<file path="src/shared/ipv_map.svh">
// offsets, field positions, reset values and timing counts of the interrupt poll unit
`ifndef IPV_MAP_SVH
`define IPV_MAP_SVH

// ***********************************************************************
// timing
// ***********************************************************************
// machine cycle length in oscillator periods; the clock is the oscillator
`define IPV_MC_OSC_PERIODS 12
`define IPV_MC_CYCLES (`IPV_MC_OSC_PERIODS * 1)
// divider count of the last oscillator period in a machine cycle
`define IPV_MC_LAST 4'(`IPV_MC_CYCLES - 1)
// divider count of state 5 phase 2: (5 - 1) * 2 + 2 - 1
`define IPV_SMP_PT_CNT 4'h9

// ***********************************************************************
// register offsets
// ***********************************************************************
`define IPV_OFS_IEN_A 4'h0
`define IPV_OFS_IEN_B 4'h1
`define IPV_OFS_PRIO_LOW 4'h2
`define IPV_OFS_PRIO_HIGH 4'h3
`define IPV_OFS_TIMER_CTRL 4'h4
`define IPV_OFS_TIMER2_CTRL 4'h5
`define IPV_OFS_EXT_FLAGS 4'h6
`define IPV_OFS_STATUS 4'h7

// ***********************************************************************
// field positions
// ***********************************************************************
`define IPV_BIT_GLOBAL_EN 7
`define IPV_BIT_T2_EXT_EN 7
`define IPV_BIT_TRIG0 0
`define IPV_BIT_FLAG0 1
`define IPV_BIT_TRIG1 2
`define IPV_BIT_FLAG1 3
`define IPV_BIT_POL2 5
`define IPV_BIT_POL3 6
`define IPV_BIT_RELOAD 7

// ***********************************************************************
// reset values and vectors
// ***********************************************************************
`define IPV_RST_BYTE 8'h00
`define IPV_VEC_LEFT_BASE 16'h0003
`define IPV_VEC_RIGHT_BASE 16'h0043

`endif

</file>
<file path="src/shared/ipv_pkg.sv">
// types shared by the interrupt poll unit
package ipv_pkg;

   // sequencer of the hardware long call, one-hot
   typedef enum logic [2:0]
   {
      IPV_IDLE = 3'b001,
      IPV_CALL1 = 3'b010,
      IPV_CALL2 = 3'b100
   } ipv_call_state_type;

   typedef logic [1:0] ipv_level_type;
   typedef logic [3:0] ipv_src_idx_type;

endpackage

</file>
<file path="src/rtl/ipv_unit.sv">
// interrupt request sampling, polling and vector call unit
// Functional notes
// - latch all request flags at state 5 phase 2; evaluate them next machine cycle
// - no call while same or higher level routine is in progress
// - call only in the final machine cycle of the running instruction
// - after return or enable/priority write, one more instruction runs first
// - blocked requests are forgotten; each poll uses fresh samples only
// - acknowledge with long call: push PC, not status word, load vector
// - vectors 0003H,000BH,0013H,001BH,0023H,002BH,0043H, then 004BH..006BH step 8
// - serial, timer 2, converter flags stay set; ext 0/1 cleared only if edge
// - ext 2..6 flags always cleared when their routine is called; here a flag write in the call cycle wins over the clear
// - return from interrupt clears current level marker and pops two bytes
// - plain return restores PC but leaves the marker set
// - ext 0/1 trigger bit: 0 follows low level, 1 falling edge
// - edge mode: high sample then low sample sets ext 0/1 flag
// - ext 2/3 polarity bit: 0 falling edge, 1 rising edge
// - ext 4, 5, 6 flags set only on rising edge
// - timer 2 reload flag set on falling trigger pin only when enabled
// - call takes two machine cycles; three cycles minimum to first instruction
// - single-source latency above 3 and below 9 machine cycles
// - higher request before C3 sample point vectors in C5 and C6
// - four levels per pair; preempt only by strictly higher level
// - equal levels resolved by fixed order, left source before right
// - global enable 0 blocks all; else each source has its enable
//
// Decided for this implementation: the register addresses and the plain strobed port.
`timescale 1ns/10ps
`default_nettype none
`include "ipv_map.svh"

module ipv_unit
#(
   parameter int N_PAIRS = 6        // source pairs
)
(
   input wire logic clock,                   // oscillator clock, 125 MHz
   input wire logic rst_n,                   // asynchronous reset, active low
   input wire logic [3:0] addr,              // register address
   input wire logic [7:0] wr_data,           // register write data
   input wire logic wr_en,                   // write strobe
   input wire logic rd_en,                   // read strobe
   output logic [7:0] rd_data,               // read data, cycle after strobe
   input wire logic [6:0] ext_interrupt_pin, // external pins 0..6
   input wire logic timer2_trigger_pin,      // timer 2 external trigger pin
   input wire logic timer0_overflow_flag,    // peripheral flag
   input wire logic timer1_overflow_flag,    // peripheral flag
   input wire logic timer2_overflow_flag,    // peripheral flag
   input wire logic serial_receive_flag,     // peripheral flag
   input wire logic serial_transmit_flag,    // peripheral flag
   input wire logic converter_done_flag,     // peripheral flag
   input wire logic last_cycle,              // final machine cycle of instruction
   input wire logic return_from_interrupt_op, // running instruction is a return
   output logic long_call_op,                // hardware call in progress
   output logic [15:0] vector_addr,          // target of the hardware call
   output logic [3:0] in_progress            // in-progress marker per level
);
   import ipv_pkg::*;

   localparam int NSRC = 2 * N_PAIRS;

   // ************************************************************
   // elaboration check
   // ************************************************************
   // source table, vectors and register layout are built for six pairs
   if (N_PAIRS != 6)
   begin : g_bad_pairs
      $error("ipv_unit supports exactly six source pairs");
   end

   // ************************************************************
   // reset release and machine cycle divider
   // ************************************************************
   logic rst_meta_reg;
   logic rst_sync_n;
   logic [3:0] mc_cnt_reg;
   logic mc_end;
   logic smp_pt;

   always_ff @(posedge clock or negedge rst_n)
   begin
      if (!rst_n)
      begin
         rst_meta_reg <= 1'b0;
         rst_sync_n <= 1'b0;
      end
      else
      begin
         rst_meta_reg <= 1'b1;
         rst_sync_n <= rst_meta_reg;
      end
   end

   // twelve oscillator periods per machine cycle
   always_ff @(posedge clock or negedge rst_sync_n)
   begin
      if (!rst_sync_n)
         mc_cnt_reg <= 4'h0;
      else if (mc_cnt_reg == `IPV_MC_LAST)
         mc_cnt_reg <= 4'h0;
      else
         mc_cnt_reg <= mc_cnt_reg + 4'h1;
   end

   assign mc_end = (mc_cnt_reg == `IPV_MC_LAST);
   assign smp_pt = (mc_cnt_reg == `IPV_SMP_PT_CNT);

   // ************************************************************
   // registers
   // ************************************************************
   logic [7:0] int_enable_reg_a;
   logic [7:0] int_enable_reg_b;
   logic [5:0] priority_reg_low;
   logic [5:0] priority_reg_high;
   logic trig0_reg;
   logic trig1_reg;
   logic ext2_polarity_bit;
   logic ext3_polarity_bit;
   logic ctrl_wr_seen_reg;
   logic wr_ctrl;

   // enable and priority registers written by software
   always_ff @(posedge clock or negedge rst_sync_n)
   begin
      if (!rst_sync_n)
      begin
         int_enable_reg_a <= `IPV_RST_BYTE;
         int_enable_reg_b <= `IPV_RST_BYTE;
         priority_reg_low <= 6'h00;
         priority_reg_high <= 6'h00;
      end
      else if (wr_en)
      begin
         if (addr == `IPV_OFS_IEN_A)
            int_enable_reg_a <= wr_data;
         if (addr == `IPV_OFS_IEN_B)
            int_enable_reg_b <= wr_data;
         if (addr == `IPV_OFS_PRIO_LOW)
            priority_reg_low <= wr_data[5:0];
         if (addr == `IPV_OFS_PRIO_HIGH)
            priority_reg_high <= wr_data[5:0];
      end
   end

   // trigger type and polarity selections
   always_ff @(posedge clock or negedge rst_sync_n)
   begin
      if (!rst_sync_n)
      begin
         trig0_reg <= 1'b0;
         trig1_reg <= 1'b0;
         ext2_polarity_bit <= 1'b0;
         ext3_polarity_bit <= 1'b0;
      end
      else if (wr_en)
      begin
         if (addr == `IPV_OFS_TIMER_CTRL)
         begin
            trig0_reg <= wr_data[`IPV_BIT_TRIG0];
            trig1_reg <= wr_data[`IPV_BIT_TRIG1];
         end
         if (addr == `IPV_OFS_TIMER2_CTRL)
         begin
            ext2_polarity_bit <= wr_data[`IPV_BIT_POL2];
            ext3_polarity_bit <= wr_data[`IPV_BIT_POL3];
         end
      end
   end

   // ************************************************************
   // pin sampling
   // ************************************************************
   logic [7:0] pin_vec;
   logic [7:0] rise_sel;
   logic [7:0] pin_level;
   logic [7:0] pin_hit;

   assign pin_vec = {timer2_trigger_pin, ext_interrupt_pin};
   // ext 0/1 and reload trigger fall, ext 2/3 selectable, ext 4..6 rise
   assign rise_sel = {1'b0, 3'b111, ext3_polarity_bit, ext2_polarity_bit, 2'b00};

   for (genvar g = 0; g < 8; g++)
   begin : g_pin
      ipv_pin_sampler u_smp
      (
         .clock(clock),
         .rst_n(rst_sync_n),
         .pin(pin_vec[g]),
         .sample_en(smp_pt),
         .rising(rise_sel[g]),
         .level(pin_level[g]),
         .edge_hit(pin_hit[g])
      );
   end

   // ************************************************************
   // polling and priority
   // ************************************************************
   ipv_call_state_type call_state_reg;
   logic [NSRC-1:0] req;
   logic [NSRC-1:0] en;
   logic [NSRC-1:0] sample_reg;
   logic [NSRC-1:0] poll_reg;
   logic found;
   ipv_src_idx_type win_idx;
   ipv_level_type win_lvl;
   ipv_level_type lvl;
   ipv_level_type top_lvl;
   logic eff_last;
   logic blk;
   logic ack;
   logic ext0_request_flag_reg;
   logic ext1_request_flag_reg;
   logic [4:0] ext_flag_reg;
   logic timer2_ext_reload_flag_reg;

   // source order: pair by pair, left source then right source
   assign req = {ext_flag_reg[4], timer2_overflow_flag | timer2_ext_reload_flag_reg,
                 ext_flag_reg[3], serial_receive_flag | serial_transmit_flag,
                 ext_flag_reg[2], timer1_overflow_flag,
                 ext_flag_reg[1], ext1_request_flag_reg,
                 ext_flag_reg[0], timer0_overflow_flag,
                 converter_done_flag, ext0_request_flag_reg};

   // each source gated by its own enable bit
   always_comb
   begin
      en = '0;
      for (int i = 0; i < N_PAIRS; i++)
      begin
         en[2*i] = int_enable_reg_a[i];
         en[2*i+1] = int_enable_reg_b[i];
      end
   end

   // sample at the sample point, hand over to the next cycle's poll
   always_ff @(posedge clock or negedge rst_sync_n)
   begin
      if (!rst_sync_n)
      begin
         sample_reg <= '0;
         poll_reg <= '0;
      end
      else
      begin
         if (smp_pt)
            sample_reg <= req;
         if (mc_end)
            poll_reg <= sample_reg;
      end
   end

   // highest level wins; strict compare keeps the earlier source on a tie
   always_comb
   begin
      lvl = 2'b00;
      found = 1'b0;
      win_idx = 4'h0;
      win_lvl = 2'b00;
      for (int i = 0; i < NSRC; i++)
      begin
         lvl = {priority_reg_high[i/2], priority_reg_low[i/2]};
         if (poll_reg[i] && en[i] && (!found || lvl > win_lvl))
         begin
            found = 1'b1;
            win_idx = 4'(i);
            win_lvl = lvl;
         end
      end
   end

   // highest level whose routine is still active
   always_comb
   begin
      top_lvl = 2'b00;
      for (int l = 0; l < 4; l++)
         if (in_progress[l])
            top_lvl = 2'(l);
   end

   // second call cycle ends like an instruction, so a higher request may chain
   always_comb
   begin
      case (call_state_reg)
         IPV_IDLE: eff_last = last_cycle;
         IPV_CALL1: eff_last = 1'b0;
         IPV_CALL2: eff_last = 1'b1;
         default: eff_last = 1'b0;
      endcase
   end

   // a control write on the polling edge itself blocks too
   assign blk = (call_state_reg == IPV_IDLE)
                && (return_from_interrupt_op || ctrl_wr_seen_reg || wr_ctrl);
   assign ack = mc_end && found && int_enable_reg_a[`IPV_BIT_GLOBAL_EN] && eff_last && !blk
                && (in_progress == 4'h0 || win_lvl > top_lvl);
   assign wr_ctrl = wr_en && (addr <= `IPV_OFS_PRIO_HIGH);

   // enable/priority write marks the instruction; cleared when it ends
   always_ff @(posedge clock or negedge rst_sync_n)
   begin
      if (!rst_sync_n)
         ctrl_wr_seen_reg <= 1'b0;
      else if (wr_ctrl)
         ctrl_wr_seen_reg <= 1'b1;
      else if (mc_end && eff_last)
         ctrl_wr_seen_reg <= 1'b0;
   end

   // ************************************************************
   // request flags
   // ************************************************************
   logic wr_tctl;
   logic wr_xflag;

   assign wr_tctl = wr_en && (addr == `IPV_OFS_TIMER_CTRL);
   assign wr_xflag = wr_en && (addr == `IPV_OFS_EXT_FLAGS);

   // ext 0/1: follow the low level, or latch the falling edge; set beats clear
   always_ff @(posedge clock or negedge rst_sync_n)
   begin
      if (!rst_sync_n)
      begin
         ext0_request_flag_reg <= 1'b0;
         ext1_request_flag_reg <= 1'b0;
      end
      else
      begin
         if (!trig0_reg)
            ext0_request_flag_reg <= !pin_level[0];
         else if (pin_hit[0])
            ext0_request_flag_reg <= 1'b1;
         else if (wr_tctl)
            ext0_request_flag_reg <= wr_data[`IPV_BIT_FLAG0];
         else if (ack && win_idx == 4'h0)
            ext0_request_flag_reg <= 1'b0;
         if (!trig1_reg)
            ext1_request_flag_reg <= !pin_level[1];
         else if (pin_hit[1])
            ext1_request_flag_reg <= 1'b1;
         else if (wr_tctl)
            ext1_request_flag_reg <= wr_data[`IPV_BIT_FLAG1];
         else if (ack && win_idx == 4'h4)
            ext1_request_flag_reg <= 1'b0;
      end
   end

   // ext 2..6 flags: edge sets, call clears, edge or flag write beats the call; reload flag only by software
   always_ff @(posedge clock or negedge rst_sync_n)
   begin
      if (!rst_sync_n)
      begin
         ext_flag_reg <= 5'h00;
         timer2_ext_reload_flag_reg <= 1'b0;
      end
      else
      begin
         for (int k = 0; k < 5; k++)
         begin
            if (pin_hit[k+2])
               ext_flag_reg[k] <= 1'b1;
            else if (wr_xflag)
               ext_flag_reg[k] <= wr_data[k];
            else if (ack && win_idx == 4'(2*k+3))
               ext_flag_reg[k] <= 1'b0;
         end
         if (pin_hit[7] && int_enable_reg_b[`IPV_BIT_T2_EXT_EN])
            timer2_ext_reload_flag_reg <= 1'b1;
         else if (wr_xflag)
            timer2_ext_reload_flag_reg <= wr_data[`IPV_BIT_RELOAD];
      end
   end

   // ************************************************************
   // call sequencer, markers and outputs
   // ************************************************************
   // two machine cycles per hardware call; vector held through both
   always_ff @(posedge clock or negedge rst_sync_n)
   begin
      if (!rst_sync_n)
      begin
         call_state_reg <= IPV_IDLE;
         long_call_op <= 1'b0;
         vector_addr <= 16'h0000;
      end
      else if (mc_end)
      begin
         case (call_state_reg)
            IPV_CALL1:
            begin
               call_state_reg <= IPV_CALL2;
               long_call_op <= 1'b1;
            end
            IPV_IDLE, IPV_CALL2:
            begin
               call_state_reg <= ack ? IPV_CALL1 : IPV_IDLE;
               long_call_op <= ack;
            end
            default:
            begin
               call_state_reg <= IPV_IDLE;
               long_call_op <= 1'b0;
            end
         endcase
         if (ack)
            vector_addr <= (win_idx[0] ? `IPV_VEC_RIGHT_BASE : `IPV_VEC_LEFT_BASE)
                           + {10'h000, win_idx[3:1], 3'b000};
      end
   end

   // marker set on call; only the interrupt return clears, a plain return does not
   always_ff @(posedge clock or negedge rst_sync_n)
   begin
      if (!rst_sync_n)
         in_progress <= 4'h0;
      else if (ack)
         in_progress[win_lvl] <= 1'b1;
      else if (mc_end && last_cycle && return_from_interrupt_op && call_state_reg == IPV_IDLE)
         in_progress[top_lvl] <= 1'b0;
   end

   // read port; unmapped addresses read zero
   always_ff @(posedge clock or negedge rst_sync_n)
   begin
      if (!rst_sync_n)
         rd_data <= `IPV_RST_BYTE;
      else if (rd_en)
      begin
         case (addr)
            `IPV_OFS_IEN_A: rd_data <= int_enable_reg_a;
            `IPV_OFS_IEN_B: rd_data <= int_enable_reg_b;
            `IPV_OFS_PRIO_LOW: rd_data <= {2'b00, priority_reg_low};
            `IPV_OFS_PRIO_HIGH: rd_data <= {2'b00, priority_reg_high};
            `IPV_OFS_TIMER_CTRL: rd_data <= {4'h0, ext1_request_flag_reg, trig1_reg,
                                             ext0_request_flag_reg, trig0_reg};
            `IPV_OFS_TIMER2_CTRL: rd_data <= {1'b0, ext3_polarity_bit, ext2_polarity_bit, 5'h00};
            `IPV_OFS_EXT_FLAGS: rd_data <= {timer2_ext_reload_flag_reg, 2'b00, ext_flag_reg};
            `IPV_OFS_STATUS: rd_data <= {3'b000, long_call_op, in_progress};
            default: rd_data <= `IPV_RST_BYTE;
         endcase
      end
      else
         rd_data <= `IPV_RST_BYTE;
   end
endmodule

`default_nettype wire

</file>
<file path="src/rtl/ipv_pin_sampler.sv">
// synchroniser and once-per-machine-cycle edge sampler for one interrupt pin
`timescale 1ns/10ps
`default_nettype none

module ipv_pin_sampler
(
   input wire logic clock,          // oscillator clock
   input wire logic rst_n,          // synchronised reset, active low
   input wire logic pin,            // raw pin level
   input wire logic sample_en,      // sample point pulse
   input wire logic rising,         // 1 rising edge, 0 falling edge
   output logic level,              // last sampled level
   output logic edge_hit            // one-clock pulse on chosen transition
);

   logic sync1_reg;
   logic sync2_reg;
   logic smp_reg;
   logic hit_reg;

   // two-stage synchroniser; first stage feeds only the second
   always_ff @(posedge clock or negedge rst_n)
   begin
      if (!rst_n)
      begin
         sync1_reg <= 1'b1;
         sync2_reg <= 1'b1;
      end
      else
      begin
         sync1_reg <= pin;
         sync2_reg <= sync1_reg;
      end
   end

   // one sample per machine cycle; idle high avoids a false edge after reset
   always_ff @(posedge clock or negedge rst_n)
   begin
      if (!rst_n)
      begin
         smp_reg <= 1'b1;
         hit_reg <= 1'b0;
      end
      else
      begin
         hit_reg <= 1'b0;
         if (sample_en)
         begin
            smp_reg <= sync2_reg;
            hit_reg <= rising ? (!smp_reg && sync2_reg) : (smp_reg && !sync2_reg);
         end
      end
   end

   assign level = smp_reg;
   assign edge_hit = hit_reg;

endmodule

`default_nettype wire

</file>
<file path="config.mk">
export PLATFORM = sky130hd
export DESIGN_NAME = ipv_unit
export DESIGN_NICKNAME = d
export VERILOG_FILES = /design/src/shared/ipv_pkg.sv /design/src/rtl/ipv_unit.sv /design/src/rtl/ipv_pin_sampler.sv
export VERILOG_INCLUDE_DIRS = /design/src /design/src/shared
export SDC_FILE = /design/constraint.sdc
export NUM_CORES = 1
export LEC_CHECK = 0
export BUFFER_PORTS_ARGS = -buffer_cell sky130_fd_sc_hd__buf_2
export CORE_MARGIN = 2
export CORE_UTILIZATION = 44
export CTS_CLUSTER_SIZE = 16
export DETAILED_ROUTE_END_ITERATION = 12
export PLACE_DENSITY = 0.75
export RECOVER_POWER = 100
export SETUP_SLACK_MARGIN = 0.05
export SYNTH_ARGS = -nofsm -noshare
export SYNTH_HDL_FRONTEND = slang
export SYNTH_SLANG_ARGS = --single-unit
</file>
<file path="constraint.sdc">
create_clock -name clock -period 3.8 [get_ports clock]
set_clock_uncertainty 0.2 [all_clocks]
set_input_delay 0.57 -clock clock [delete_from_list [all_inputs] [get_ports clock]]
set_output_delay 0.57 -clock clock [all_outputs]
set_load 0.005 [all_outputs]
</file>
== Word level (Yosys, flattened, before mapping) ==
Index checks and enable logic that the tools add are counted.
Operators by class
  add/subtract/negate cells: 2
  multipliers: 0
  div/mod/pow operators: 0
  $lt $le $gt $ge: 17
  eq/ne operators: 20
  shifts and indexed selects: 0
  mux-type cells: 89
  bitwise operators: 5
  reductions and logical operators: 113
Operator list (count)
  $pmux W8 S8: 1
  $logic_and A1 B1 Y1: 56
  $mux W1: 53
  $mux W4: 13
  $mux W2: 15
  $eq A4 B3 Y1 const B: 7
  $gt A2 B2 Y1: 12
  $logic_not A1 Y1: 24
  $eq A4 B4 Y1 const B: 4
  $reduce_bool A3 Y1: 5
  $logic_or A1 B1 Y1: 14
  $reduce_and A2 Y1: 7
  $eq A4 B2 Y1 const B: 3
  $logic_not A4 Y1: 3
  $add A7 B6 Y8: 1
  $mux W8: 1
  $ne A4 B1 Y1 const B: 2
  $mux W7: 1
  $lt A2 B3 Y1 const B: 2
  $pmux W3 S2: 1
  $reduce_bool A2 Y1: 3
  $add A4 B1 Y4 const B: 1
  $and A4 B4 Y4: 1
  $demux W1 S2: 2
  other kinds (11): 14
Storage, ports and cells
  register bits after elaboration: 135
  latch bits: 0
  bits in writable memories: 0
  bits in read-only memories: 0
  input port bits: 32
  word-level logic and storage cells: 305
  memories: 0

== Depth between registers and ports, before layout ==
  word-level depth: 56
  depth in mapped cells: 74

== Cells and area by module ==
A second synthesis with hierarchy kept.
Second synthesis, totals
  cell total of the unflattened synthesis: 568
  area, all modules: 6472.5 µm²
Modules (own cells, without submodules)
  ipv_unit: instances 1, cells each 504, area each 5331.4 µm², sequential area each 2303.5 µm²
  ipv_pin_sampler: instances 8, cells each 8, area each 142.6 µm², sequential area each 103.8 µm²

== Worst setup path after synthesis ==
Ideal clock, no wire load.
  path kind: register to register
  from: register poll_reg[1]
  to: register ext0_request_flag_reg
  library setup time: 0.121 ns
  arrival time: 13.819 ns
  data required time: 3.479 ns
  setup slack: -10.340 ns
  cell stages (with the launch flop): 74
  path buffers: 1
  clock period less this slack: 14.140 ns
  cells stage by stage: dfrtp_1 a22o_1 buf_6 nand2_1 inv_1 ha_1 nor2_1 a21o_1 and3_4 o32ai_1 ha_1 nor2_1 a22oi_1 nor2_1 o31ai_1 nand2_1 ha_1 or3b_4 [... 38 more ...] or2b_1 mux2_2 ha_1 a21oi_1 o21ai_0 o21ai_2 nand2_1 o31ai_4 inv_2 ha_1 nand2_1 o21ai_0 a21oi_1 o221ai_2 nor2_2 nand2_1 or4_1 o22a_1
Between the ends
  word-level cells in the longest chain between the ends: 50
  elaborated cells between the ends (all ways): 85
  those cells by class: order compare (11); eq/ne (1); mux (33); reduce/logical (40)
RTL lines
  from (decl): RTL line ipv_unit.sv:202  | logic [NSRC-1:0] poll_reg;
  from (signal assigned): RTL line ipv_unit.sv:248  | poll_reg <= sample_reg;
  $logic_and A1 B1 Y1 * (2 in series): RTL line ipv_unit.sv:262  | if (poll_reg[i] && en[i] && (!found || lvl > win_lvl))
  parallel branches: the longest is 46 deep, another holds $gt A2 B2 Y1
  $logic_and A1 B1 Y1 *: RTL line ipv_unit.sv:334  | else if (ack && win_idx == 4'h0)
  $ne A4 B1 Y1 (no source line) *
  to (signal assigned): RTL line ipv_unit.sv:329  | ext0_request_flag_reg <= !pin_level[0];
  to (signal assigned): RTL line ipv_unit.sv:333  | ext0_request_flag_reg <= wr_data[`IPV_BIT_FLAG0];
  to (decl): RTL line ipv_unit.sv:211  | logic ext0_request_flag_reg;
Every way passes the cells marked *.
A chain may end at the register's enable or synchronous reset.

== Worst setup path in the final report ==
  from: register poll_reg[1]
  to: register ext1_request_flag_reg
Between the ends
  word-level cells in the longest chain between the ends: 50
  elaborated cells between the ends (all ways): 85
  those cells by class: order compare (11); eq/ne (2); mux (33); reduce/logical (39)
RTL lines
  $logic_and A1 B1 Y1 * (2 in series): RTL line ipv_unit.sv:262
  parallel branches: the longest is 46 deep, another holds $gt A2 B2 Y1
  $logic_and A1 B1 Y1 *: RTL line ipv_unit.sv:342  | else if (ack && win_idx == 4'h4)
  $ne A4 B1 Y1 (no source line) *
  to (signal assigned): RTL line ipv_unit.sv:337  | ext1_request_flag_reg <= !pin_level[1];
  to (signal assigned): RTL line ipv_unit.sv:341  | ext1_request_flag_reg <= wr_data[`IPV_BIT_FLAG1];
  to (decl): RTL line ipv_unit.sv:212  | logic ext1_request_flag_reg;
Marked as above.

==> flow_metrics.py <==
metrics = {
    "status": {
        "run_status": "finished, violations left",
        "violations": "max-capacitance violations, max-slew violations, negative setup slack",
    },
    "synth": {
        "synthAdderAreaFrac": 0.0329,
        "synth_top_family_by_area": "compound AO/OA/AOI/OAI gates",
        "avgSynthCellArea_um2": 11.3,
        "synth_async_sr_flop_share": 1.00,
        "synth-edff-count": 0,
        "synth_compound_area_frac": 0.153,
        "synth-xor-area-share": 0.00136,
        "netlist_area_um2": 6430,
        "synth.area.mux_share": 0.145,
        "dominantRegCellSynth": "dfrtp_1",
        "ys_seq_area_frac": 0.487,
        "ys_types": 93,
        "yosys.area_share.simple": 0.141,
        "ys_seq_elements": 124,
        "syn_inst": 570,
        "ys.warnings.count": 0,
    },
    "final_layout": {
        "drive_gt1_frac": 0.542,
        "n_antenna_cell": 0,
        "fin_util": 0.625,
        "fin_nets": 821,
        "synthToLayoutAreaGrowth_pct": 40.2,
    },
    "grt": {
        "grt_pass1_wl_um": 30300,
        "grt.total_usage": 0.248,
        "antenna_found_initial": 0,
        "grt_max_degree": 89,
        "grt_pass1_vias": 5900,
        "grt_overflow": 0,
    },
    "timing": {
        "rsz0062_at_grt": "true",
        "fin_crit_ps": 13970,
        "hold-worst-slack_ps": 43.1,
        "hold_viol": 0,
        "worst_slack_ps": -10170,
        "finalCritPeriodShare": 3.68,
        "fin_tns_setup_ps": -185160,
        "finalSetupViolCount": 19,
        "drv_slew": 89,
        "max_freq_mhz": 71.6,
        "tightest_slew_ps": 1850,
        "max-slew-margin-rel": -0.236,
    },
    "pwr": {
        "total_power_mw": 6.74,
        "p_leak_nw": 4.16,
        "p_per_area_nw_per_um2": 747,
        "ir_drop_mv": 0.433,
    },
    "worst_setup_path": {
        "path_max_fanout": 5,
        "start_kind": "flip-flop",
        "slowest_delay_ps": 440,
        "worstSetupPathType": "flip-flop to flip-flop",
        "slowest_stage": "or4_4",
        "endpoint_kind": "flip-flop",
        "cp_data_required_time_ps": 3910,
        "arrival_ps": 14080,
    },
    "clocking": {
        "cts-buffers-inserted": 17,
        "clk_pin_slew_ps": 60,
        "cts_buffer_depth": 2,
        "cts_num_sinks": 124,
        "cts_root_buf": "clkbuf_16",
        "htree_levels": 4,
        "clock_latency_ps": 420,
        "cts_tree": "built",
    },
    "die": {
        "fp.coreArea_um2": 14400,
        "initial_core_util": 0.446,
        "die_width_um": 125,
        "rows": 44,
        "io_pins": 61,
        "die_area_um2": 15600,
        "die_h_um": 125,
    },
    "hold_path": {
        "min_path_type": "input pin to flip-flop",
    },
    "route": {
        "remaining_drc_errors": 0,
        "vias_per_cell": 5.89,
        "wirelength_um": 19500,
        "drt_iter0_markers": 574,
        "wl_per_cell_um": 20.1,
        "first_pass_iters": 5,
        "via_count": 5717,
        "final_antenna_net_count": 0,
    },
    "flow_run": {
        "max_cap_violations": 1,
    },
    "placed_design": {
        "place_congestion": 0.950,
        "numPortBuffers": 50,
        "dp_hpwl_um": 12800,
        "dpl_worst_slack_ps": -10370,
    },
}
-- placed cells by master, fill, tap and decap left out, drive strengths merged, types with 3 or more instances in the layout --
cell	netlist	layout
a211oi	7	7
a21o	8	8
a21oi	21	21
a22o	8	8
a22oi	5	5
a31o	4	4
a31oi	12	12
and2	4	4
and3	7	7
buf	17	198
clkbuf	15	30
clkinv	0	5
clkinvlp	0	5
conb	2	11
dfrtp	99	99
dfstp	25	25
ha	16	16
inv	14	15
mux2	72	72
mux2i	5	5
mux4	3	3
nand2	60	60
nand2b	5	5
nand3	11	11
nand3b	3	3
nor2	45	45
nor2b	5	5
nor3	9	9
nor3b	8	8
nor4	3	3
o2111ai	3	3
o211ai	4	4
o21ai	20	20
o31ai	6	6
or3b	3	3
-- final timing paths --
path                                                      end  slack [ps]                               start  cells after the start
hold / removal             g_pin[7].u_smp.sync1_reg$_DFF_PN1_          40                  timer2_trigger_pin                      1
max in group asynchronous     priority_reg_low[2]$_DFFE_PN0P_        1020                rst_sync_n$_DFF_PN0_                      1
hold reg to reg            g_pin[1].u_smp.sync2_reg$_DFF_PN1_         150  g_pin[1].u_smp.sync1_reg$_DFF_PN1_                      0
setup reg to reg            ext1_request_flag_reg$_DFFE_PN0P_      -10170             poll_reg[1]$_DFFE_PN0P_                     72
min in group asynchronous              rst_meta_reg$_DFF_PN0_         260                               rst_n                      2
setup / recovery            ext1_request_flag_reg$_DFFE_PN0P_      -10170             poll_reg[1]$_DFFE_PN0P_                     72
-- metal layers --
layer,up-vias,wire length [um],track usage
li1,2485,-,-
met1,2851,7750,0.300
met2,307,9400,0.402
met3,74,1450,0.0670
met4,0,903,0.136
met5,-,0,0
-- power breakdown --
part           switching [mW]  total [mW]  internal (mW)  leakage (nW)
Clock                   0.614        1.53          0.911         0.263
Sequential              0.155        1.66           1.50          1.50
Combinational            1.65        3.55           1.91          2.39
-- cells by family (layout without fill, tap and decap cells) --
family          Yosys count  in the layout
simple gates            175            175
compound gates          124            124
flops                   124            124
mux                      80             80
buf+inv                  47            254
fa+ha+maj                17             17
other cells               2             11
xor+xnor                  1              1
-- worst max-delay path: cells and delay by family (launching register included) --
kind                       cells  cell delay (ps)
muxes                          3              970
and+or+nand+nor               22             3760
DFF                            1              390
AOI/OAI and AO/OA             33             5160
adders and majority gates     12             3190
buffers and inverters          2              200
-- synth_stat cells (all sizes together), types with 3 or more instances --
library cell,number,area (um2)
a211oi,7,65.1
a22o,8,72.6
o2111ai,3,32.5
mux2i,5,50.1
nor4,3,33.8
and3,7,48.8
dfrtp,99,2480
mux4,3,67.6
nand2b,5,38.8
a31o,4,43.8
dfstp,25,657
o31ai,6,63.8
ha,16,200
o21ai,20,111
inv,14,52.6
a21oi,21,124
nand3,11,60.1
o211ai,4,30.0
buf,17,131
nand2,60,225
clkbuf,15,56.3
a31oi,12,90.1
a21o,8,61.3
a22oi,5,42.5
nor3b,8,60.1
and2,4,25.0
nor3,9,45.0
nand3b,3,22.5
mux2,72,815
or3b,3,28.8
nor2,45,179
nor2b,5,38.8
-- area by class of cell --
| cell class | instances | area [um2] |
|---|---|---|
| Sequential cell | 124 | 3140 |
| Clock buffer | 21 | 482 |
| Multi-Input combinational cell | 408 | 3560 |
| Fill cell | 1070 | 5400 |
| Clock inverter | 11 | 86.3 |
| Timing Repair Buffer | 208 | 1460 |
| Tap cell | 184 | 230 |
| Inverter | 14 | 67.6 |
-- through the flow --
step,std cells,instance area [um2]
floorplan,579,6640
global placement,891,7770
detailed placement,891,7770
CTS,959,8840
global route,970,9020
finish,970,9020
-- repair_timing --
item	in CTS	in global routing
hold endpoints to repair	2	0
resized for setup	53	22
endpoints found under the setup margin	19	19
buffers inserted	35	11
pin swaps	32	21
hold buffers	1	0
Note: power is estimated with default switching activity, not from simulation.
